<file path="src/rtl/ccdpc_pkg.sv">
// package for the ccd scanner pixel correction block
// assumes one 25 MHz clock and classic wishbone register access
package ccdpc_pkg;
    // ------------------------------------------------------------------
    // register map (byte addresses)
    // ------------------------------------------------------------------
    localparam logic [7:0] ADDR_CTRL      = 8'h00;
    localparam logic [7:0] ADDR_STATUS    = 8'h04;
    localparam logic [7:0] ADDR_DAC_BASE  = 8'h08;
    localparam logic [7:0] ADDR_GAIN_BASE = 8'h14;
    localparam logic [7:0] ADDR_GOFS_BASE = 8'h20;
    localparam logic [7:0] ADDR_THR_BASE  = 8'h2c;
    localparam logic [7:0] ADDR_DEF_EVEN  = 8'h38;
    localparam logic [7:0] ADDR_DEF_ODD   = 8'h3c;
    // ------------------------------------------------------------------
    // control fields
    // ------------------------------------------------------------------
    localparam int CTRL_MONO_BIT = 0;
    localparam int CTRL_CDS_BIT  = 1;
    localparam int CTRL_LEN_LSB  = 2;
    localparam int CTRL_DEFR_BIT = 4;
    localparam int CTRL_MCH_LSB  = 5;
    localparam logic [6:0] CTRL_RESET = 7'h00;
    // ------------------------------------------------------------------
    // reset values and codes
    // ------------------------------------------------------------------
    localparam logic [8:0]  DAC_RESET  = 9'h000;
    localparam logic [11:0] GAIN_RESET = 12'h400;
    localparam int          GAIN_FRAC  = 10;
    localparam logic [11:0] GOFS_RESET = 12'h000;
    localparam logic [11:0] THR_RESET  = 12'hfff;
    localparam logic [11:0] DEF_RESET  = 12'h000;
    localparam logic [1:0]  CODE_RED   = 2'h0;
    localparam logic [1:0]  CODE_GREEN = 2'h1;
    localparam logic [1:0]  CODE_BLUE  = 2'h2;
    localparam logic [1:0]  LEN_8      = 2'h0;
    localparam logic [1:0]  LEN_10     = 2'h1;
    localparam logic [1:0]  LEN_12     = 2'h2;
    localparam logic [1:0]  LEN_16     = 2'h3;
    localparam logic [2:0]  MCLK_DIV   = 3'h2;
    localparam logic [31:0] BUS_UNMAPPED = 32'h0000_0000;
endpackage : ccdpc_pkg

</file>
<file path="src/rtl/ccdpc_top.sv">
// digital side of a 12-bit ccd scanner front end: channel sequencing,
// dc restore, per-pixel and global correction, output formatting.
// assumes sample pulse, coefficients and converter data arrive
// synchronous to clk_i, which is the master clock.
//
// Design decisions made here: the placing of the registers and the Wishbone slave port.
module ccdpc_top (
    input  wire logic        clk_i,
    input  wire logic        rst_i,
    // wishbone slave
    input  wire logic        wb_cyc_i,
    input  wire logic        wb_stb_i,
    input  wire logic        wb_we_i,
    input  wire logic [7:0]  wb_adr_i,
    input  wire logic [3:0]  wb_sel_i,
    input  wire logic [31:0] wb_dat_i,
    output logic      [31:0] wb_dat_o,
    output logic             wb_ack_o,
    // scanner controller side
    input  wire logic        sample_sync_pulse_i,
    input  wire logic        odd_pixel_i,
    input  wire logic        output_enable_n_i,
    input  wire logic [11:0] pixel_offset_coef_i,
    input  wire logic [11:0] pixel_shading_coef_i,
    // converter side
    input  wire logic [11:0] adc_data_i,
    input  wire logic [11:0] adc_reset_level_i,
    output logic      [1:0]  mux_select_o,
    output logic             sample_hold_o,
    output logic             cds_mode_o,
    output logic      [8:0]  dac_code_red_o,
    output logic      [8:0]  dac_code_green_o,
    output logic      [8:0]  dac_code_blue_o,
    // output pins, with enables
    output logic      [15:0] pixel_output_bus_o,
    output logic      [15:0] pixel_output_bus_oe_o,
    output logic      [1:0]  channel_code_out_o,
    output logic             over_range_flag_o,
    output logic             threshold_detect_out_o,
    output logic             flag_oe_o
);
    // ------------------------------------------------------------------
    // register bus
    // ------------------------------------------------------------------
    logic [6:0]  ctrl_q;
    logic [11:0] def_even_q;
    logic [11:0] def_odd_q;
    logic        ack_q;
    logic [31:0] rdat_q;
    logic [2:0]  status_q;

    wire bus_req = wb_cyc_i && wb_stb_i && !ack_q;
    wire bus_wr  = bus_req && wb_we_i && wb_sel_i[0] && wb_sel_i[1];

    function automatic logic [2:0] grp_hit(input logic [7:0] a,
                                           input logic [7:0] base);
        logic [7:0] d;
        d = a - base;
        grp_hit = '0;
        if (a >= base && d < 8'h0c && d[1:0] == 2'h0)
            grp_hit = 3'h1 << d[3:2];
    endfunction : grp_hit

    wire [2:0] hit_dac  = grp_hit(wb_adr_i, ccdpc_pkg::ADDR_DAC_BASE);
    wire [2:0] hit_gain = grp_hit(wb_adr_i, ccdpc_pkg::ADDR_GAIN_BASE);
    wire [2:0] hit_gofs = grp_hit(wb_adr_i, ccdpc_pkg::ADDR_GOFS_BASE);
    wire [2:0] hit_thr  = grp_hit(wb_adr_i, ccdpc_pkg::ADDR_THR_BASE);
    wire [1:0] grp_idx  = hit_dac[2] | hit_gain[2] | hit_gofs[2] |
                          hit_thr[2] ? 2'h2 :
                          hit_dac[1] | hit_gain[1] | hit_gofs[1] |
                          hit_thr[1] ? 2'h1 : 2'h0;

    wire is_ctrl = wb_adr_i == ccdpc_pkg::ADDR_CTRL;
    wire is_stat = wb_adr_i == ccdpc_pkg::ADDR_STATUS;
    wire is_even = wb_adr_i == ccdpc_pkg::ADDR_DEF_EVEN;
    wire is_odd  = wb_adr_i == ccdpc_pkg::ADDR_DEF_ODD;

    // per-channel settings kept in small register files
    logic [8:0]  dac_w  [3];
    logic [11:0] gain_w [3];
    logic [11:0] gofs_w [3];
    logic [11:0] thr_w  [3];
    logic [8:0]  dac_rd;
    logic [11:0] gain_rd;
    logic [11:0] gofs_rd;
    logic [11:0] thr_rd;

    ccdpc_coef_mem #(.WIDTH(9), .DEPTH(3),
                     .INIT(ccdpc_pkg::DAC_RESET)) u_dac (
        .clk_i   (clk_i),
        .rst_i   (rst_i),
        .we_i    (bus_wr && |hit_dac),
        .waddr_i (grp_idx),
        .wdata_i (wb_dat_i[8:0]),
        .raddr_i (grp_idx),
        .rdata_o (dac_rd),
        .word_o  (dac_w)
    );
    ccdpc_coef_mem #(.WIDTH(12), .DEPTH(3),
                     .INIT(ccdpc_pkg::GAIN_RESET)) u_gain (
        .clk_i   (clk_i),
        .rst_i   (rst_i),
        .we_i    (bus_wr && |hit_gain),
        .waddr_i (grp_idx),
        .wdata_i (wb_dat_i[11:0]),
        .raddr_i (grp_idx),
        .rdata_o (gain_rd),
        .word_o  (gain_w)
    );
    ccdpc_coef_mem #(.WIDTH(12), .DEPTH(3),
                     .INIT(ccdpc_pkg::GOFS_RESET)) u_gofs (
        .clk_i   (clk_i),
        .rst_i   (rst_i),
        .we_i    (bus_wr && |hit_gofs),
        .waddr_i (grp_idx),
        .wdata_i (wb_dat_i[11:0]),
        .raddr_i (grp_idx),
        .rdata_o (gofs_rd),
        .word_o  (gofs_w)
    );
    ccdpc_coef_mem #(.WIDTH(12), .DEPTH(3),
                     .INIT(ccdpc_pkg::THR_RESET)) u_thr (
        .clk_i   (clk_i),
        .rst_i   (rst_i),
        .we_i    (bus_wr && |hit_thr),
        .waddr_i (grp_idx),
        .wdata_i (wb_dat_i[11:0]),
        .raddr_i (grp_idx),
        .rdata_o (thr_rd),
        .word_o  (thr_w)
    );

    // read data of the memories comes one cycle late, so a read of them is
    // answered on the second edge; writes are answered on the first
    logic rd_wait_q;
    wire  any_grp = |{hit_dac, hit_gain, hit_gofs, hit_thr};
    wire  rd_go   = bus_req && !wb_we_i && (!any_grp || rd_wait_q);

    wire [31:0] rd_mux =
        is_ctrl ? {25'h0, ctrl_q} :
        is_stat ? {29'h0, status_q} :
        is_even ? {20'h0, def_even_q} :
        is_odd  ? {20'h0, def_odd_q} :
        |hit_dac  ? {23'h0, dac_rd} :
        |hit_gain ? {20'h0, gain_rd} :
        |hit_gofs ? {20'h0, gofs_rd} :
        |hit_thr  ? {20'h0, thr_rd} : ccdpc_pkg::BUS_UNMAPPED;

    always_ff @(posedge clk_i)
    begin
        if (rst_i)
        begin
            ctrl_q     <= ccdpc_pkg::CTRL_RESET;
            def_even_q <= ccdpc_pkg::DEF_RESET;
            def_odd_q  <= ccdpc_pkg::DEF_RESET;
            ack_q      <= 1'b0;
            rdat_q     <= '0;
            rd_wait_q  <= 1'b0;
        end
        else
        begin
            ack_q     <= (bus_req && wb_we_i) || rd_go;
            rd_wait_q <= bus_req && !wb_we_i && any_grp && !rd_wait_q;
            if (rd_go)
                rdat_q <= rd_mux;
            if (bus_wr && is_ctrl)
                ctrl_q <= wb_dat_i[6:0];
            if (bus_wr && is_even)
                def_even_q <= wb_dat_i[11:0];
            if (bus_wr && is_odd)
                def_odd_q <= wb_dat_i[11:0];
        end
    end
    assign wb_ack_o = ack_q;
    assign wb_dat_o = rdat_q;

    wire       mono    = ctrl_q[ccdpc_pkg::CTRL_MONO_BIT];
    wire       use_def = ctrl_q[ccdpc_pkg::CTRL_DEFR_BIT];
    wire [1:0] wlen    = ctrl_q[ccdpc_pkg::CTRL_LEN_LSB +: 2];
    wire [1:0] mono_ch = ctrl_q[ccdpc_pkg::CTRL_MCH_LSB +: 2];

    assign cds_mode_o       = ctrl_q[ccdpc_pkg::CTRL_CDS_BIT];
    assign dac_code_red_o   = dac_w[0];
    assign dac_code_green_o = dac_w[1];
    assign dac_code_blue_o  = dac_w[2];

    // ------------------------------------------------------------------
    // sequencing
    // ------------------------------------------------------------------
    typedef enum logic [3:0] {
        ST_IDLE  = 4'b0001,
        ST_RED   = 4'b0010,
        ST_GREEN = 4'b0100,
        ST_BLUE  = 4'b1000
    } ccdpc_state_e;

    ccdpc_state_e st_q;
    ccdpc_state_e st_d;
    logic [2:0]   div_q;

    // one conversion per two master clocks
    wire tick = div_q == ccdpc_pkg::MCLK_DIV - 3'h1;
    // word taken on the edge ending a slot, while the mux still
    // selects that channel; a late strobe pairs it with the next one
    wire conv_colour = st_q != ST_IDLE && tick;
    // mono converts on every pulse, whatever the divider phase
    wire conv_mono   = mono && st_q == ST_IDLE && sample_sync_pulse_i;
    wire conv        = conv_colour || conv_mono;

    always_comb
    begin
        st_d = st_q;
        unique case (st_q)
            ST_IDLE:  if (sample_sync_pulse_i)
                          st_d = mono ? ST_IDLE : ST_RED;
            ST_RED:   if (tick) st_d = ST_GREEN;
            ST_GREEN: if (tick) st_d = ST_BLUE;
            // a pulse on the second clock of the last slot starts the next pixel at once,
            // so pulses six clocks apart lose nothing
            ST_BLUE:
                if (tick)
                    st_d = sample_sync_pulse_i ? ST_RED : ST_IDLE;
            default:  st_d = ST_IDLE;
        endcase
    end

    always_ff @(posedge clk_i)
    begin
        if (rst_i)
        begin
            st_q   <= ST_IDLE;
            div_q  <= '0;
        end
        else
        begin
            st_q   <= st_d;
            div_q  <= (sample_sync_pulse_i || tick) ? 3'h0 : div_q + 3'h1;
        end
    end

    assign mux_select_o  = mono ? mono_ch :
                           st_q == ST_GREEN ? ccdpc_pkg::CODE_GREEN :
                           st_q == ST_BLUE  ? ccdpc_pkg::CODE_BLUE :
                           ccdpc_pkg::CODE_RED;
    assign sample_hold_o = sample_sync_pulse_i;

    // ------------------------------------------------------------------
    // correction datapath
    // ------------------------------------------------------------------
    logic [1:0] ch_q;
    wire  [1:0] ch = mux_select_o;
    // a mono channel of 3 is folded onto red for the settings
    wire  [1:0] chi = (ch == 2'h3) ? 2'h0 : ch;

    // dc restore: remove reset level (cds) or mid-scale (dac ref)
    wire signed [13:0] restored = cds_mode_o ?
        $signed({2'b00, adc_data_i}) - $signed({2'b00, adc_reset_level_i}) :
        $signed({2'b00, adc_data_i}) - 14'sh0800;
    wire [11:0] pofs = (use_def ? (odd_pixel_i ? def_odd_q : def_even_q)
                                : pixel_offset_coef_i);
    wire signed [14:0] ofs_corr = 15'(restored) -
                                  $signed({3'b000, pofs});
    // shading gain is unsigned 2.10, global gain likewise
    wire signed [28:0] shade = 29'(ofs_corr) *
                               $signed({17'h0, pixel_shading_coef_i});
    wire signed [18:0] shaded = 19'(shade >>> ccdpc_pkg::GAIN_FRAC);
    wire signed [32:0] glob = 33'(shaded) * $signed({21'h0, gain_w[chi]});
    wire signed [22:0] gained = 23'(glob >>> ccdpc_pkg::GAIN_FRAC);
    wire signed [22:0] pix = gained + 23'($signed(gofs_w[chi]));

    // ------------------------------------------------------------------
    // output formatting
    // ------------------------------------------------------------------
    wire        neg    = pix < 0;
    wire [21:0] mag    = neg ? 22'h0 : pix[21:0];
    wire [21:0] lim    = wlen == ccdpc_pkg::LEN_8  ? 22'h0000ff :
                         wlen == ccdpc_pkg::LEN_10 ? 22'h0003ff :
                         wlen == ccdpc_pkg::LEN_12 ? 22'h000fff :
                         22'h00ffff;
    wire        over   = mag > lim;
    wire [15:0] clip   = over ? lim[15:0] : mag[15:0];
    wire [15:0] word   = wlen == ccdpc_pkg::LEN_16 ? clip :
                         {neg, clip[14:0]};
    wire        thr_hit = !neg && mag > {10'h0, thr_w[chi]};

    // code and flags load with the word, never apart
    logic [15:0] out_q;
    logic        over_range_flag_q;
    logic        det_q;

    always_ff @(posedge clk_i)
    begin
        if (rst_i)
        begin
            out_q    <= '0;
            ch_q     <= ccdpc_pkg::CODE_RED;
            over_range_flag_q   <= 1'b0;
            det_q    <= 1'b0;
            status_q <= '0;
        end
        else if (conv)
        begin
            out_q    <= word;
            ch_q     <= chi;
            over_range_flag_q   <= over && wlen != ccdpc_pkg::LEN_16;
            det_q    <= thr_hit;
            status_q <= {thr_hit, over, neg};
        end
    end

    // ------------------------------------------------------------------
    // pin drive
    // ------------------------------------------------------------------
    // enables follow the pin directly; data is not gated, so the bus keeps the last word
    assign flag_oe_o              = !output_enable_n_i;
    assign pixel_output_bus_oe_o  = {16{flag_oe_o}};
    assign pixel_output_bus_o     = out_q;
    assign channel_code_out_o     = ch_q;
    assign over_range_flag_o      = over_range_flag_q;
    assign threshold_detect_out_o = det_q;
endmodule : ccdpc_top

</file>
<file path="src/rtl/ccdpc_coef_mem.sv">
// small register file holding the per-channel settings
// assumes a single writer port and a registered read port
module ccdpc_coef_mem #(
    parameter int WIDTH = 12,
    parameter int DEPTH = 3,
    parameter logic [WIDTH-1:0] INIT = '0
) (
    input  wire logic             clk_i,
    input  wire logic             rst_i,
    input  wire logic             we_i,
    input  wire logic [1:0]       waddr_i,
    input  wire logic [WIDTH-1:0] wdata_i,
    input  wire logic [1:0]       raddr_i,
    output logic      [WIDTH-1:0] rdata_o,
    output logic      [WIDTH-1:0] word_o [DEPTH]
);
    logic [WIDTH-1:0] mem_q [DEPTH];

    // ------------------------------------------------------------------
    // storage
    // ------------------------------------------------------------------
    for (genvar g = 0; g < DEPTH; g++)
    begin : g_word
        always_ff @(posedge clk_i)
        begin
            if (rst_i)
                mem_q[g] <= INIT;
            else if (we_i && waddr_i == 2'(g))
                mem_q[g] <= wdata_i;
        end
        assign word_o[g] = mem_q[g];
    end

    always_ff @(posedge clk_i)
    begin
        if (rst_i)
            rdata_o <= INIT;
        else if (raddr_i < 2'(DEPTH))
            rdata_o <= mem_q[raddr_i];
        else
            rdata_o <= '0;
    end
endmodule : ccdpc_coef_mem

</file>
<file path="config.mk">
export PLATFORM = sky130hd
export DESIGN_NAME = ccdpc_top
export DESIGN_NICKNAME = d
export VERILOG_FILES = /design/src/rtl/ccdpc_pkg.sv /design/src/rtl/ccdpc_top.sv /design/src/rtl/ccdpc_coef_mem.sv
export SDC_FILE = /design/constraint.sdc
export NUM_CORES = 2
export LEC_CHECK = 0
export BUFFER_PORTS_ARGS = -buffer_cell sky130_fd_sc_hd__buf_2
export CORE_MARGIN = 4
export CORE_UTILIZATION = 54
export DETAILED_ROUTE_END_ITERATION = 10
export PLACE_DENSITY = 0.81
export SYNTH_ARGS = -nofsm -noshare
export SYNTH_HDL_FRONTEND = slang
export SYNTH_SLANG_ARGS = --single-unit
export TNS_END_PERCENT = 1
</file>
<file path="constraint.sdc">
create_clock -name clk_i -period 32 [get_ports clk_i]
set_input_delay 1.6 -clock clk_i [delete_from_list [all_inputs] [get_ports clk_i]]
set_output_delay 1.6 -clock clk_i [all_outputs]
set_load 0.01 [all_outputs]
</file>
; ---- Yosys cells after proc, flatten, opt, wreduce, memory -nomap -nowiden
; Memories as Yosys holds them, arrays and structs flattened. A register that Yosys moved wholly into a read port is not among the register bits.
; Cells that the tools add are included.
[word_totals]
reg_bits = 107
ramBits = 135
input_bits = 100
out_inout_bits = 101
elab_cells = 247
memories = 4
[mem_list]
columns = name, depth, word_bits, read_ports, rd_clocked_by_memory_dff, wr, line
row1 = u_gain.mem_q, 3, 12, 4, 0, 3, ccdpc_coef_mem.sv:17  ; logic [WIDTH-1:0] mem_q [DEPTH];
row2 = u_gofs.mem_q, 3, 12, 4, 1, 3, ccdpc_coef_mem.sv:17
row3 = u_thr.mem_q, 3, 12, 4, 1, 3, ccdpc_coef_mem.sv:17
row4 = u_dac.mem_q, 3, 9, 4, 1, 3, ccdpc_coef_mem.sv:17
[classes]
add_sub_neg = 9
n_mul = 2
magnitude_cmp = 13
n_eq_ne = 20
shift = 4
n_mux = 94
bitwise_logic = 20
n_reduce_logical = 66
[ops]
columns = op, n
row1 = $mux 12, 25
row2 = $mux 16, 5
row3 = $bmux 12 s2, 3
row4 = $logic_and 1x1->1, 41
row5 = $mux 1, 39
row6 = $lt 8x4->1 const B, 4
row7 = $mul 18x13->31, 1
row8 = $mul 15x13->28, 1
row9 = $mux 9, 3
row10 = $add 21x12->22, 1
row11 = $gt 22x12->1, 1
row12 = $gt 22x16->1, 1
row13 = $lt 22x1->1 const B, 1
row14 = $mux 22, 1
row15 = $or 1x1->1, 18
row16 = $eq 8x6->1 const B, 2
row17 = $ge 8x6->1 const B, 2
row18 = $mux 4, 4
row19 = $pmux 4 s4, 1
row20 = $sub 8x6->8 const B, 2
row21 = $sub 14x13->15, 1
row22 = $mux 14, 1
row23 = $mux 2, 7
row24 = $sub 12x12->13, 1
row25 = 31 further kinds, 62

; ---- Logic depth before layout (Yosys ltp)
[depth]
ltp_word = 17
depth_mapped = 80
depth_no_buf = 77

; ---- Cells and area by module
; A second synthesis with hierarchy kept.
[unflattened]
cells_unflattened = 3343
area_unflattened_um2 = 29354.4
[modules_own_cells]
columns = mod, instances, cells_each, area_per_inst_um2, seq_area_each_um2
row1 = ccdpc_top, 1, 2752, 22003.6, 1481.4
row2 = ccdpc_coef_mem at u_gofs, 1, 163, 1955.6, 1321.3
row3 = ccdpc_coef_mem at u_gain, 1, 165, 1950.6, 1321.3
row4 = ccdpc_coef_mem at u_thr, 1, 138, 1946.9, 1321.3
row5 = ccdpc_coef_mem at u_dac, 1, 125, 1497.7, 991.0

; ---- Worst setup path after synthesis
; Ideal clock, no wire load.
[synth_timing]
path_type = input -> register
from = input odd_pixel_i
to = register out_q[10], in the netlist pixel_output_bus_o[10]
arrival_ns = 17.704
t_required_ns = 31.881
setup_slack_ns = 14.177
cell_stages = 73
path_buffers = 5
path_cell_list = buf_1 > mux2i_1 > a21oi_1 > ha_1 > inv_1 > fa_1 > a21o_1 > a21oi_1 > o21ai_0 > a21oi_1 > nor2b_1 > o21ai_0 > a21oi_1 > o41a_1 > o211ai_1 > clkbuf_1 > clkbuf_1 > nand2_1 > [37 not listed] > nand2_1 > nand2b_1 > a21oi_1 > o22ai_1 > nor2_1 > clkbuf_1 > nor2_1 > ha_1 > nand4_1 > nor2_1 > and3_1 > nand4_1 > o31ai_1 > o32a_1 > o31ai_1 > nand2b_1 > buf_2 > o221a_2
[synth_between]
elab_chain_cells = 11
[synth_rtl]
columns = element, line
row1 = from (decl), ccdpc_top.sv:21  ; input wire logic odd_pixel_i,
row2 = $mux 12 * (2 in a row), ccdpc_top.sv:259  ; wire [11:0] pofs = (use_def ? (odd_pixel_i ? def_odd_q : def_even_q)
row3 = $sub 14x13->15 *, ccdpc_top.sv:261  ; wire signed [14:0] ofs_corr = 15'(restored) -
row4 = $mul 15x13->28 *, ccdpc_top.sv:264  ; wire signed [28:0] shade = 29'(ofs_corr) *
row5 = $mul 18x13->31 *, ccdpc_top.sv:267  ; wire signed [32:0] glob = 33'(shaded) * $signed({21'h0, gain_w[chi]});
row6 = $add 21x12->22 *, ccdpc_top.sv:269  ; wire signed [22:0] pix = gained + 23'($signed(gofs_w[chi]));
row7 = $lt 22x1->1, ccdpc_top.sv:274  ; wire neg = pix < 0;
row8 = $mux 22 *, ccdpc_top.sv:275  ; wire [21:0] mag = neg ? 22'h0 : pix[21:0];
row9 = $gt 22x16->1, ccdpc_top.sv:280  ; wire over = mag > lim;
row10 = $mux 16 *, ccdpc_top.sv:281  ; wire [15:0] clip = over ? lim[15:0] : mag[15:0];
row11 = $mux 16 *, ccdpc_top.sv:282  ; wire [15:0] word = wlen == ccdpc_pkg::LEN_16 ? clip :
row12 = to (signal assigned), ccdpc_top.sv:303  ; out_q <= word;
row13 = to (decl), ccdpc_top.sv:287  ; logic [15:0] out_q;
; Every way passes the cells marked *; elsewhere a longest branch is shown, timed or not.
; A chain may end at the register's enable or synchronous reset.

; ---- Final worst setup path
[layout_timing]
from = input adc_data_i[0]
to = register out_q[15], in the netlist pixel_output_bus_o[15]
[layout_between]
elab_chain_cells = 11
elab_cells_between_ends = 12
cone_classes = add/sub (4) / mul (2) / order compare (2) / mux (4)
[layout_rtl]
columns = element, line
row1 = from (decl), ccdpc_top.sv:26  ; input wire logic [11:0] adc_data_i,
row2 = $sub 12x12->13 (on tied branches), "ccdpc_top.sv:258, ccdpc_top.sv:257"
row3 = $mux 14 *, ccdpc_top.sv:256  ; wire signed [13:0] restored = cds_mode_o ?
row4 = $sub 14x13->15 *, ccdpc_top.sv:261
row5 = $mul 15x13->28 *, ccdpc_top.sv:264
row6 = $mul 18x13->31 *, ccdpc_top.sv:267
row7 = $add 21x12->22 *, ccdpc_top.sv:269
row8 = $lt 22x1->1, ccdpc_top.sv:274
row9 = $mux 22, ccdpc_top.sv:275
row10 = $gt 22x16->1, ccdpc_top.sv:280
row11 = $mux 16, ccdpc_top.sv:281
row12 = $mux 16 *, ccdpc_top.sv:282
; Marks and branches as above.

==> flow_metrics.py <==
metrics = {
    "floorplan": {
        "rows": 85,
        "io_pins": 201,
        "dieHeight_um": 241,
        "core_area_um2": 53800,
        "initial_core_util": 0.545,
        "die-area_um2": 58100,
        "die_w_um": 241,
    },
    "routing": {
        "drc": 0,
        "num_vias": 23400,
        "ant_nets": 0,
        "wl_per_cell_um": 18.2,
        "vias_per_cell": 5.74,
        "drtPass1Iterations": 6,
        "wl_mm": 74.3,
        "drt_iter0_drc": 1993,
    },
    "synthesis": {
        "async_flop_share": 0,
        "synth.most_common_cell": "inv_1",
        "ys.flop_type": "edfxtp_1",
        "yosysTopAreaCell": "fa_1",
        "synth-seq-area-share": 0.219,
        "synth_top_area_share": 0.251,
        "synthMuxAreaShare": 0.0312,
        "syn_area_um2": 29300,
        "ys_top_cells_by_count": "inv_1, fa_1, nand2_1",
        "synth_cells": 3302,
        "synth.distinct_cells": 87,
        "ys_seq_elements": 254,
        "synth_xor_xnor_area_share": 0.0268,
        "synthAdderAreaFrac": 0.336,
        "synth-compound-area-share": 0.114,
        "synthTopCellsByArea": "fa_1, edfxtp_1, ha_1",
        "synth_edf_count": 135,
        "yosys_warnings": 0,
        "synth_top_family_by_area": "adder cells",
        "synth_simple_gate_area_frac": 0.172,
        "synth.avg_cell_area_um2": 8.88,
    },
    "critical_path": {
        "start_kind": "primary input",
        "crit_slowest_cell": "xor2_1",
        "r2r_slack_ns": 12.32,
        "max_stage_delay_ns": 0.95,
        "r2r_start": "ctrl_q[1]",
        "crit_path_end_kind": "register",
        "critical_path.top_delay_family": "adder cells",
        "cp.arrival_ns": 20.79,
        "r2r_cells": 66,
        "path_class": "in2reg",
        "cp-startpoint": "adc_data_i[0]",
        "cp_num_buf_inv": 9,
        "cp_max_fo": 15,
        "path_depth": 69,
        "crit_top_cell": "fa_1",
        "crit_required_ns": 32.37,
        "crit_end": "pixel_output_bus_o[15]",
        "worstReg2RegEnd": "pixel_output_bus_o[15]",
    },
    "clock_tree": {
        "postCtsSetupBuffers": 0,
        "clk_path_buf_depth": 3,
        "post_cts_resize_count": 0,
        "holdBufCountCts": 0,
        "cts_tree": "built",
        "clk_transition_reported_paths_ns": 0.07,
        "clkLatencyLatePin_ns": 0.53,
        "cts-root-buf": "clkbuf_16",
        "cts_htree_levels": 1,
        "cts_buffers": 23,
        "cts.sinks": 254,
    },
    "placement": {
        "place_congestion": 0.936,
        "hpwlAfterDp_mm": 57.0,
        "numPortBuffers": 158,
        "post_dp_cell_area_um2": 30600,
    },
    "worst_hold_path": {
        "hold_class": "reg2reg",
    },
    "timing": {
        "finalSetupTns_ns": 0,
        "tightest_slew_ns": 1.40,
        "hold_viol_final": 0,
        "fin_skew_ns": 0.00823,
        "period_share": 0.638,
        "setup_violations": 0,
        "drv_slew": 0,
        "max_slew_margin": 0.0613,
        "min_period_ns": 20.43,
        "max_freq_ghz": 0.0490,
        "rsz0062_at_grt": "false",
    },
    "grt": {
        "grt_pass1_vias": 23200,
        "grtUsageTotal": 0.256,
        "grt_pass1_wl_mm": 120,
        "overflow": 0,
        "antenna_found_initial": 1,
        "grt_max_degree": 73,
    },
    "job": {
        "cap_violations": 0,
    },
    "layout": {
        "insertedDiodeCount": 0,
        "fin_nets": 4035,
        "syn_to_final_growth_pct": 7.06,
        "final_layout_size_suffix_gt1_frac": 0.0883,
        "nFillCells": 4528,
        "postLayoutCellArea_um2": 31400,
    },
    "status": {
        "outcome": "finished clean",
    },
}
-- worst register-to-register path: cells and delay by family (launching register included) --
kind | cells | cell delay [ns]
and+or+nand+nor | 15 | 4.19
AOI/OAI and AO/OA | 25 | 5.62
buffers and inverters | 8 | 0.76
xor gates and xnor gates | 2 | 1.07
DFF | 1 | 0.60
muxes | 1 | 0.37
adders and majority gates | 15 | 6.90
-- per-layer routing --
layer / routed length [um] / up-vias / share of wire / track usage
met2: 35000 / 1017 / 0.47 / 0.422
met3: 6560 / 194 / 0.088 / 0.0386
met4: 2710 / 0 / 0.036 / 0.0807
met1: 30100 / 11400 / 0.40 / 0.353
met5: 0 / - / 0 / 0
li1: - / 10800 / - / -
-- worst min path at each step --
| stage | start | endpoint | slack, ns | cells past startpoint |
|---|---|---|---|---|
| after floorplan | div_q[0] | div_q[0] | 0.43 | 1 |
| after global placement | def_even_q[10] | def_even_q[10] | 0.46 | 2 |
| after detailed placement | def_even_q[7] | def_even_q[7] | 0.46 | 2 |
| after CTS | def_odd_q[9] | def_odd_q[9] | 0.47 | 2 |
| after global routing | def_even_q[3] | def_even_q[3] | 0.50 | 2 |
| final | div_q[0] | div_q[0] | 0.47 | 1 |
-- logic make-up after synthesis --
logic type      count (synthesis)
simple gates                 1075
fa+ha+maj                     567
mux                            89
compound gates                494
buf+inv                       734
flops                         254
xor+xnor                       88
other cells                     1
-- layout by cell type, fill, tap and decap left out, drive strengths merged, types with 10 or more instances in the layout --
master	n
nand2b	55
nor2	298
ha	200
fa	367
mux2	10
and2	173
mux2i	78
o22a	18
a211oi	55
a31oi	12
xnor2	56
edfxtp	135
nor3	65
o22ai	24
nand3	31
nand2	347
conb	20
nor2b	26
and3	17
dfxtp	119
a221oi	11
nand4	17
a21oi	101
o21a	17
xor2	31
buf	207
a21o	38
o221a	13
clkbuf	29
o21ai	119
inv	548
-- sequential cells by signal (all words and copies together) (netlist names), 2 cells and up --
signal              count
ctrl_q                  7
u_dac.mem_q            27
channel_code_out_o      2
u_gain.mem_q           36
st_q                    4
wb_dat_o               12
def_odd_q              12
u_thr.mem_q            36
u_gain.rdata_o         12
u_gofs.rdata_o         12
status_q                3
def_even_q             12
u_thr.rdata_o          12
u_dac.rdata_o           9
u_gofs.mem_q           36
div_q                   3
pixel_output_bus_o     16
-- area by class of cell --
cell class,count,area [um^2],area share
well taps,696,871,0.0277
multi-input cells,2333,20100,0.640
inverters,549,2070,0.0658
flip-flops and latches,254,6440,0.205
clock inverters,13,126,0.00402
clock buffers,29,649,0.0207
repair buffers,207,1160,0.0370
-- per-stage QoR --
stage	worst slack (ns)	hold WS, ns	util	cells
4_1_cts	11.87	0.473	0.583	4081
2_1_floorplan	14.18	0.434	-	3321
3_5_place_dp	11.43	0.461	0.569	4039
5_1_grt	10.16	0.500	0.583	4081
3_3_place_gp	11.76	0.456	0.569	4039
6_report	11.57	0.468	0.583	4081
Power is left out: the tool's default activity adds up to more than one toggle a clock period on the data nets, which glitch-free logic cannot reach.
